$ cat src/hpp_cfg.svh
`ifndef HPP_CFG_SVH
`define HPP_CFG_SVH
// address of the final-location data register in 64-bit mode
`define HPP_LAST_ADDR 4'h7
// byte order control values
`define HPP_LITTLE_END 1'b0
`define HPP_BIG_END 1'b1
// receive/transmit word selected as the final location
`define HPP_WORD_ZERO 2'h0
`define HPP_WORD_THREE 2'h3
// request deassertion delay after strobe end, in core periods: 2.5 Tc + 3.3 ns
`define HPP_CLK_PS 5000
`define HPP_DEASSERT_MAX_PS 15800
`define HPP_DEASSERT_CYC ((`HPP_DEASSERT_MAX_PS) / (`HPP_CLK_PS))
// reassertion least delay: 2.5 Tc + 3.3 ns, rounded up
`define HPP_REASSERT_MIN_PS 15800
`define HPP_REASSERT_CYC (((`HPP_REASSERT_MIN_PS) + (`HPP_CLK_PS) - 1) / (`HPP_CLK_PS))
`define HPP_CNT_W 3
`endif

$ cat src/hpp_pkg.sv
package hpp_pkg;
  // request line state for the host dma handshake
  typedef enum logic [1:0] {
    HPP_DMA_IDLE,
    HPP_DMA_REQ,
    HPP_DMA_BUSY,
    HPP_DMA_GAP
  } hpp_dma_e;
endpackage

$ cat src/hpp_sync.sv
`timescale 1ns/1ps
// two-flop synchroniser, one per bit
module hpp_sync #(
  parameter int WIDTH = 1
) (
  input wire logic clk,
  input wire logic srst,
  input wire logic [WIDTH-1:0] async_in,
  output logic [WIDTH-1:0] sync_out
);
  logic [WIDTH-1:0] meta_r;
  logic [WIDTH-1:0] meta_nxt;
  logic [WIDTH-1:0] sync_r;
  logic [WIDTH-1:0] sync_nxt;

  // first stage is read only by the second
  always_comb begin
    meta_nxt = async_in;
    sync_nxt = meta_r;
  end

  always_ff @(posedge clk) begin
    if (srst) begin
      meta_r <= '0;
      sync_r <= '0;
    end else begin
      meta_r <= meta_nxt;
      sync_r <= sync_nxt;
    end
  end

  assign sync_out = sync_r;
endmodule

$ cat src/hpp_port.sv
`timescale 1ns/1ps
`include "hpp_cfg.svh"
module hpp_port #(
  parameter int ADDR_W = 4
) (
  input wire logic clk,
  input wire logic srst,
  input wire logic host_read_strobe,
  input wire logic host_write_strobe,
  input wire logic shared_data_strobe,
  input wire logic read_write_select,
  input wire logic [1:0] port_chip_selects,
  input wire logic [ADDR_W-1:0] port_address_lines,
  input wire logic dma_acknowledge,
  input wire logic pol_strobe_high,
  input wire logic pol_select_high,
  input wire logic pol_ack_high,
  input wire logic pol_request_high,
  input wire logic dual_strobe_mode,
  input wire logic double_request_mode,
  input wire logic mode_64bit,
  input wire logic byte_order_select,
  input wire logic dma_mode,
  input wire logic ack_qualifier_select,
  input wire logic rx_data_ready,
  input wire logic tx_space_ready,
  input wire logic outgoing_fifo_empty,
  input wire logic incoming_fifo_full,
  output logic combined_request,
  output logic receive_request,
  output logic transmit_request,
  output logic [1:0] last_word_index,
  output logic last_read_done,
  output logic last_write_done
);
  localparam int CNT_W = `HPP_CNT_W;
  localparam logic [CNT_W-1:0] DEASSERT_CYC = CNT_W'(`HPP_DEASSERT_CYC);
  localparam logic [CNT_W-1:0] REASSERT_CYC = CNT_W'(`HPP_REASSERT_CYC);

  logic [5:0] raw_in;
  logic [5:0] syn;
  logic rd_line;
  logic wr_line;
  logic ds_line;
  logic ack_line;
  logic cs_ok;

  // polarity applied before sync so the core only sees active-high levels
  always_comb begin
    raw_in[0] = host_read_strobe ^ ~pol_strobe_high;
    raw_in[1] = host_write_strobe ^ ~pol_strobe_high;
    raw_in[2] = shared_data_strobe ^ ~pol_strobe_high;
    raw_in[3] = port_chip_selects[0] ^ ~pol_select_high;
    raw_in[4] = port_chip_selects[1] ^ ~pol_select_high;
    raw_in[5] = dma_acknowledge ^ ~pol_ack_high;
  end

  hpp_sync #(.WIDTH(6)) u_sync (
    .clk(clk),
    .srst(srst),
    .async_in(raw_in),
    .sync_out(syn)
  );

  logic [ADDR_W:0] addr_syn;
  logic rws_line;
  logic [ADDR_W-1:0] addr_line;

  // address and read/write ride the same two stages as the strobes, so a host
  // that lets them go just after strobe end cannot flip a strobe still in flight
  hpp_sync #(.WIDTH(ADDR_W + 1)) u_sync_addr (
    .clk(clk),
    .srst(srst),
    .async_in({read_write_select, port_address_lines}),
    .sync_out(addr_syn)
  );

  // both buses are stable around the strobe, so their skew settles before its edge
  always_comb begin
    rd_line = syn[0];
    wr_line = syn[1];
    ds_line = syn[2];
    ack_line = syn[5];
    cs_ok = syn[3] & syn[4];
    rws_line = addr_syn[ADDR_W];
    addr_line = addr_syn[ADDR_W-1:0];
  end

  logic rd_act;
  logic wr_act;
  logic rd_act_r;
  logic wr_act_r;
  logic ack_r;
  logic rd_end;
  logic wr_end;
  logic strobe_start;
  logic strobe_end;
  logic ack_start;
  logic ack_end;
  logic is_last;

  // strobe decode per strobe mode
  always_comb begin
    rd_act = dual_strobe_mode ? rd_line : (ds_line & rws_line);
    wr_act = dual_strobe_mode ? wr_line : (ds_line & ~rws_line);
    rd_act = rd_act & (cs_ok | dma_mode);
    wr_act = wr_act & (cs_ok | dma_mode);
    rd_end = rd_act_r & ~rd_act;
    wr_end = wr_act_r & ~wr_act;
    strobe_start = (rd_act & ~rd_act_r) | (wr_act & ~wr_act_r);
    strobe_end = rd_end | wr_end;
    ack_start = ack_line & ~ack_r;
    ack_end = ack_r & ~ack_line;
    is_last = mode_64bit && (addr_line == ADDR_W'(`HPP_LAST_ADDR));
  end

  // final location maps to word zero or three by byte order
  always_comb begin
    last_word_index = (byte_order_select == `HPP_BIG_END) ? `HPP_WORD_THREE
                                                        : `HPP_WORD_ZERO;
  end

  logic last_rd_r;
  logic last_rd_nxt;
  logic last_wr_r;
  logic last_wr_nxt;
  logic rd_done_r;
  logic rd_done_nxt;
  logic wr_done_r;
  logic wr_done_nxt;
  logic [CNT_W-1:0] hold_r;
  logic [CNT_W-1:0] hold_nxt;
  logic hold_act_r;
  logic hold_act_nxt;
  logic drop_r;
  logic drop_nxt;

  // last-register access tracking; request drop counted from strobe end
  always_comb begin
    last_rd_nxt = last_rd_r;
    last_wr_nxt = last_wr_r;
    rd_done_nxt = 1'b0;
    wr_done_nxt = 1'b0;
    hold_nxt = hold_r;
    hold_act_nxt = hold_act_r;
    drop_nxt = drop_r;
    if (rd_act & ~rd_act_r) begin
      last_rd_nxt = is_last;
    end
    if (wr_act & ~wr_act_r) begin
      last_wr_nxt = is_last;
    end
    // drop within the maximum delay; done one cycle after the synchronised end, up to three core periods after the pin end, just inside
    if ((rd_end & last_rd_r) | (wr_end & last_wr_r)) begin
      rd_done_nxt = rd_end & last_rd_r;
      wr_done_nxt = wr_end & last_wr_r;
      drop_nxt = 1'b1;
      hold_act_nxt = 1'b1;
      hold_nxt = '0;
    end else if (hold_act_r) begin
      if (hold_r < DEASSERT_CYC) begin
        hold_nxt = hold_r + CNT_W'(1);
      end else begin
        hold_act_nxt = 1'b0;
      end
    end
    // request may come back once the hold count from strobe end has run out
    if (drop_r & ~hold_act_r & ~((rd_end & last_rd_r) | (wr_end & last_wr_r))) begin
      drop_nxt = 1'b0;
    end
  end

  always_ff @(posedge clk) begin
    if (srst) begin
      last_rd_r <= 1'b0;
      last_wr_r <= 1'b0;
      rd_done_r <= 1'b0;
      wr_done_r <= 1'b0;
      hold_r <= '0;
      hold_act_r <= 1'b0;
      drop_r <= 1'b0;
      rd_act_r <= 1'b0;
      wr_act_r <= 1'b0;
      ack_r <= 1'b0;
    end else begin
      last_rd_r <= last_rd_nxt;
      last_wr_r <= last_wr_nxt;
      rd_done_r <= rd_done_nxt;
      wr_done_r <= wr_done_nxt;
      hold_r <= hold_nxt;
      hold_act_r <= hold_act_nxt;
      drop_r <= drop_nxt;
      rd_act_r <= rd_act;
      wr_act_r <= wr_act;
      ack_r <= ack_line;
    end
  end

  hpp_pkg::hpp_dma_e dma_r;
  hpp_pkg::hpp_dma_e dma_nxt;
  logic [CNT_W-1:0] gap_r;
  logic [CNT_W-1:0] gap_nxt;
  logic qual_start;
  logic qual_end;

  // dma handshake: drop on qualifier start, return a least gap after its end
  always_comb begin
    qual_start = ack_qualifier_select ? strobe_start : ack_start;
    qual_end = ack_qualifier_select ? strobe_end : ack_end;
    dma_nxt = dma_r;
    gap_nxt = gap_r;
    unique case (dma_r)
      hpp_pkg::HPP_DMA_IDLE: begin
        if (dma_mode) begin
          dma_nxt = hpp_pkg::HPP_DMA_REQ;
        end
      end
      hpp_pkg::HPP_DMA_REQ: begin
        if (!dma_mode) begin
          dma_nxt = hpp_pkg::HPP_DMA_IDLE;
        end else if (qual_start) begin
          dma_nxt = hpp_pkg::HPP_DMA_BUSY;
        end
      end
      hpp_pkg::HPP_DMA_BUSY: begin
        if (qual_end) begin
          dma_nxt = hpp_pkg::HPP_DMA_GAP;
          gap_nxt = '0;
        end
      end
      hpp_pkg::HPP_DMA_GAP: begin
        // the gap keeps the reassertion from coming early
        if (gap_r + CNT_W'(1) >= REASSERT_CYC) begin
          dma_nxt = hpp_pkg::HPP_DMA_IDLE;
        end else begin
          gap_nxt = gap_r + CNT_W'(1);
        end
      end
    endcase
  end

  always_ff @(posedge clk) begin
    if (srst) begin
      dma_r <= hpp_pkg::HPP_DMA_IDLE;
      gap_r <= '0;
    end else begin
      dma_r <= dma_nxt;
      gap_r <= gap_nxt;
    end
  end

  logic rx_req;
  logic tx_req;
  logic one_req;

  // request lines, level sensitive in double mode
  always_comb begin
    rx_req = (rx_data_ready | ~outgoing_fifo_empty) & ~drop_r;
    tx_req = (tx_space_ready | ~incoming_fifo_full) & ~drop_r;
    one_req = dma_mode ? (dma_r == hpp_pkg::HPP_DMA_REQ) : (rx_req | tx_req);
    combined_request = (double_request_mode ? 1'b0 : one_req) ^ ~pol_request_high;
    receive_request = (double_request_mode & rx_req) ^ ~pol_request_high;
    transmit_request = (double_request_mode & tx_req) ^ ~pol_request_high;
    last_read_done = rd_done_r;
    last_write_done = wr_done_r;
  end
endmodule

$ cat config.mk
export PLATFORM = sky130hd
export DESIGN_NAME = hpp_port
export DESIGN_NICKNAME = d
export VERILOG_FILES = /design/src/hpp_pkg.sv /design/src/hpp_sync.sv /design/src/hpp_port.sv
export VERILOG_INCLUDE_DIRS = /design/src
export SDC_FILE = /design/constraint.sdc
export NUM_CORES = 1
export LEC_CHECK = 0
export BUFFER_PORTS_ARGS = -buffer_cell sky130_fd_sc_hd__buf_4
export CAP_MARGIN = 20
export CORE_ASPECT_RATIO = 2
export CORE_MARGIN = 2
export CORE_UTILIZATION = 41
export DETAILED_ROUTE_END_ITERATION = 10
export PLACE_DENSITY = 0.61
export RECOVER_POWER = 50
export SYNTH_ARGS = -nofsm -noshare
export SYNTH_HDL_FRONTEND = slang
export SYNTH_HIERARCHICAL = 1
export SYNTH_SLANG_ARGS = --single-unit
$ cat constraint.sdc
create_clock -name clk -period 1.7 [get_ports clk]
set_input_delay 0.51 -clock clk [delete_from_list [all_inputs] [get_ports clk]]
set_output_delay 0.51 -clock clk [all_outputs]
set_load 0.005 [all_outputs]
==> flow_metrics.env <==
export IMPL_path_cells="buf_6 > and4_1 > or3_4 > a21oi_2 > xnor2_1 > buf_4"
export IMPL_drtAntennaViolNets=0
export IMPL_fin_skew_ps=3.95
export IMPL_yosysMostFrequentCell="dfxtp_1"
export IMPL_fillers=378
export IMPL_fp_dieW_um=48.6
export IMPL_clock_sinks=39
export IMPL_critical_path_arrival_ps=1520
export IMPL_synth_area_leaders="dfxtp_1 48%, xnor2_1 5.4%, nor2b_1 5.0%"
export IMPL_end_kind="output pin"
export IMPL_violations="negative setup slack"
export IMPL_max_cap_viol_count=0
export IMPL_antenna_found_initial=0
export IMPL_grt_usage=0.165
export IMPL_pre_cts_ws_ps=-359
export IMPL_crit_required_ps=1190
export IMPL_cts_max_path_buffers=2
export IMPL_syn_nets=194
export IMPL_dp_hpwl_um=2510
export IMPL_rrSetupSlack_ps=170
export IMPL_report_final_hold_viol_count=0
export IMPL_grt_pass1_wl_um=5660
export IMPL_crit_family="simple AND/OR/NAND/NOR gates"
export IMPL_finalWorstSetupSlack_ps=-329
export IMPL_grtUsageMet1=0.137
export IMPL_syn_to_final_growth_pct=29.3
export IMPL_cts_buffers_inserted=5
export IMPL_finalSetupTns_ps=-624
export IMPL_start_util=0.424
export IMPL_max_stage_delay_ps=330
export IMPL_die_area_sq_mm=0.00452
export IMPL_synth_top_cell_by_area="dfxtp_1"
export IMPL_ys_seq_elements=39
export IMPL_crit_fanout=2
export IMPL_grt_start_max_net_pins=27
export IMPL_synthDistinctLibCells=39
export IMPL_clkLatencyLatePin_ps=290
export IMPL_overflow=0
export IMPL_cts_clk_slew_worst_paths_ps=70
export IMPL_powerDensity_mw_per_mm2=919
export IMPL_critical_path_depth=6
export IMPL_status="finished, violations left"
export IMPL_fin_crit_sh=1.19
export IMPL_drc_errors=0
export IMPL_layout_drive_gt1_share=0.348
export IMPL_numPortBuffers=30
export IMPL_cp_buffers_inverters=2
export IMPL_syn_inst=165
export IMPL_synth_common_cells="39 x dfxtp_1, 15 x a21oi_1, 13 x nor2b_1"
export IMPL_first_pass_iters=4
export IMPL_gp_congestion=0.759
export IMPL_clockRootBuffer="clkbuf_8"
export IMPL_fmax_mhz=493
export IMPL_synth_flop_cell="dfxtp_1"
export IMPL_ff2ff_path_depth=5
export IMPL_grt_pass1_vias=1334
export IMPL_fin_util=0.548
export IMPL_netlist_area_sq_mm=0.00163
export IMPL_maxSlewViolCount=0
export IMPL_synth_edf_count=0
export IMPL_cts_tree="built"
export IMPL_cts_hold_buf=0
export IMPL_fp_row_count=32
export IMPL_ys_async_sr_fraction=0
export IMPL_h_tree_depth=2
export IMPL_report_final_setup_viol=5
export IMPL_startpoint_type="input pin"
export IMPL_fin_nets=238
export IMPL_worst_path_max_delay_cell="or3_4"
export IMPL_critPathKind="input pin to output pin"
export IMPL_die_y_um=93.1
export IMPL_dr_total_vias=1310
export IMPL_leakage_uw=0.000859
export IMPL_coreArea_sq_mm=0.00384
export IMPL_cts_setup_buffers=0
export IMPL_use_met3=0.0399
export IMPL_syn_area_per_cell_sq_um=9.87
export IMPL_timing_hold_ws_ps=422
export IMPL_synth_top_area_share=0.479
export IMPL_num_io_pins=34
export IMPL_tightest_slew_ps=1100
export IMPL_met2_usage=0.333
export IMPL_busiest_layer="met2"
export IMPL_seq_area_frac_synth=0.479
export IMPL_min_path_cells=2
export IMPL_wirelength_um=3290
export IMPL_slew_headroom=0.266
export IMPL_drt_iter0_markers=15
export IMPL_rsz0062_at_grt="yes"
export IMPL_ir_worst_vdd_mv=1.01
export IMPL_via_per_inst=5.02
export IMPL_n_antenna_cell=0
export IMPL_ys_warnings_count=6
export IMPL_hold_path_class="input pin to flip-flop"
export IMPL_period_minus_slack_ps=2030
export IMPL_wl_per_cell_um=12.6
worst paths after layout:
path,end,from
setup / recovery,combined_request,outgoing_fifo_empty
setup reg to reg,dma_r[0]$_SDFFE_PP0P_,u_sync_addr/sync_out[4]$_SDFF_PP0_
hold reg to reg,u_sync_addr/sync_out[4]$_SDFF_PP0_,u_sync_addr/meta_r[4]$_SDFF_PP0_
hold / removal,u_sync_addr/meta_r[4]$_SDFF_PP0_,read_write_select
cell type report:
type	instances	area [sq um]	share of cell area
Tap cell	51	63.8	0.0303
Multi-Input combinational cell	116	815	0.387
Timing Repair Buffer	42	314	0.149
Inverter	5	18.8	0.00891
Clock inverter	3	43.8	0.0208
Sequential cell	39	782	0.371
Clock buffer	5	68.8	0.0327
power breakdown:
group          internal, uW  total, uW  switching, uW
combinational           125        212           86.7
sequential              948        964           16.4
clock                   437        758            322
total                  1510       1930            425
registers in the layout, indices dropped and copies added (netlist names), named ones only:
signal	cells
u_sync_addr/sync_out	5
drop_r	1
wr_act_r	1
rd_act_r	1
u_sync_addr/meta_r	5
u_sync/meta_r	6
last_rd_r	1
last_wr_r	1
last_read_done	1
gap_r	3
u_sync/sync_out	6
hold_act_r	1
last_write_done	1
hold_r	3
dma_r	1
ack_r	1
worst register-to-register path: stages, from the launching register on:
cell and delay, ps:
dfxtp_1 390, and3b_2 230, a21oi_2 70, a221oi_2 270
a311oi_1 120, or3_1 340
routing by layer:
metal	vias to the layer above	share of wire	wire, um
met5	-	0	0
met4	0	0.036	119
met3	12	0.049	160
met2	42	0.57	1880
met1	600	0.34	1130
li1	656	-	-
logic make-up after synthesis:
| kind of cell | after synthesis | share of synthesized area |
|---|---|---|
| buf+inv | 10 | 0.0346 |
| flops | 39 | 0.479 |
| simple gates | 67 | 0.259 |
| compound gates | 34 | 0.140 |
| xor+xnor | 10 | 0.0538 |
| fa+ha+maj | 2 | 0.0154 |
| mux | 3 | 0.0184 |
metrics by stage:
step                      power [uW]  instance area, sq um  std cells
after floorplan                 1090                  1630        165
after detailed placement        1200                  1970        253
after global routing            2030                  2110        261
after CTS                       1960                  2110        261
after global placement          1190                  1970        253
final                           1930                  2110        261
cells in the final DEF, fill, tap and decap left out, types with 2 or more instances in the layout:
cell type  synthesis  layout
xnor2_1           10       9
a21oi_2            1       3
nand2b_1           4       3
o21ai_0            4       4
a21oi_1           15      13
nor2b_1           13      15
buf_6              1       2
a311oi_1           3       3
clkbuf_8           0       5
nand3b_1           3       3
inv_2              0       2
clkbuf_2           0       2
mux2i_1            3       3
nor2b_4            2       2
a31oi_1            2       2
nand2_1            8       8
nor3_1             7       7
buf_4              3      37
nor2b_2            8       6
inv_1              5       3
nor2_1            11      11
ha_1               2       2
dfxtp_1           39      38
and2b_2            2       2
timing repair:
item	in CTS	in global routing
setup endpoints to repair	3	4
pin swaps	3	2
gates resized for setup	7	2
Note: power is estimated with default switching activity, not from simulation.
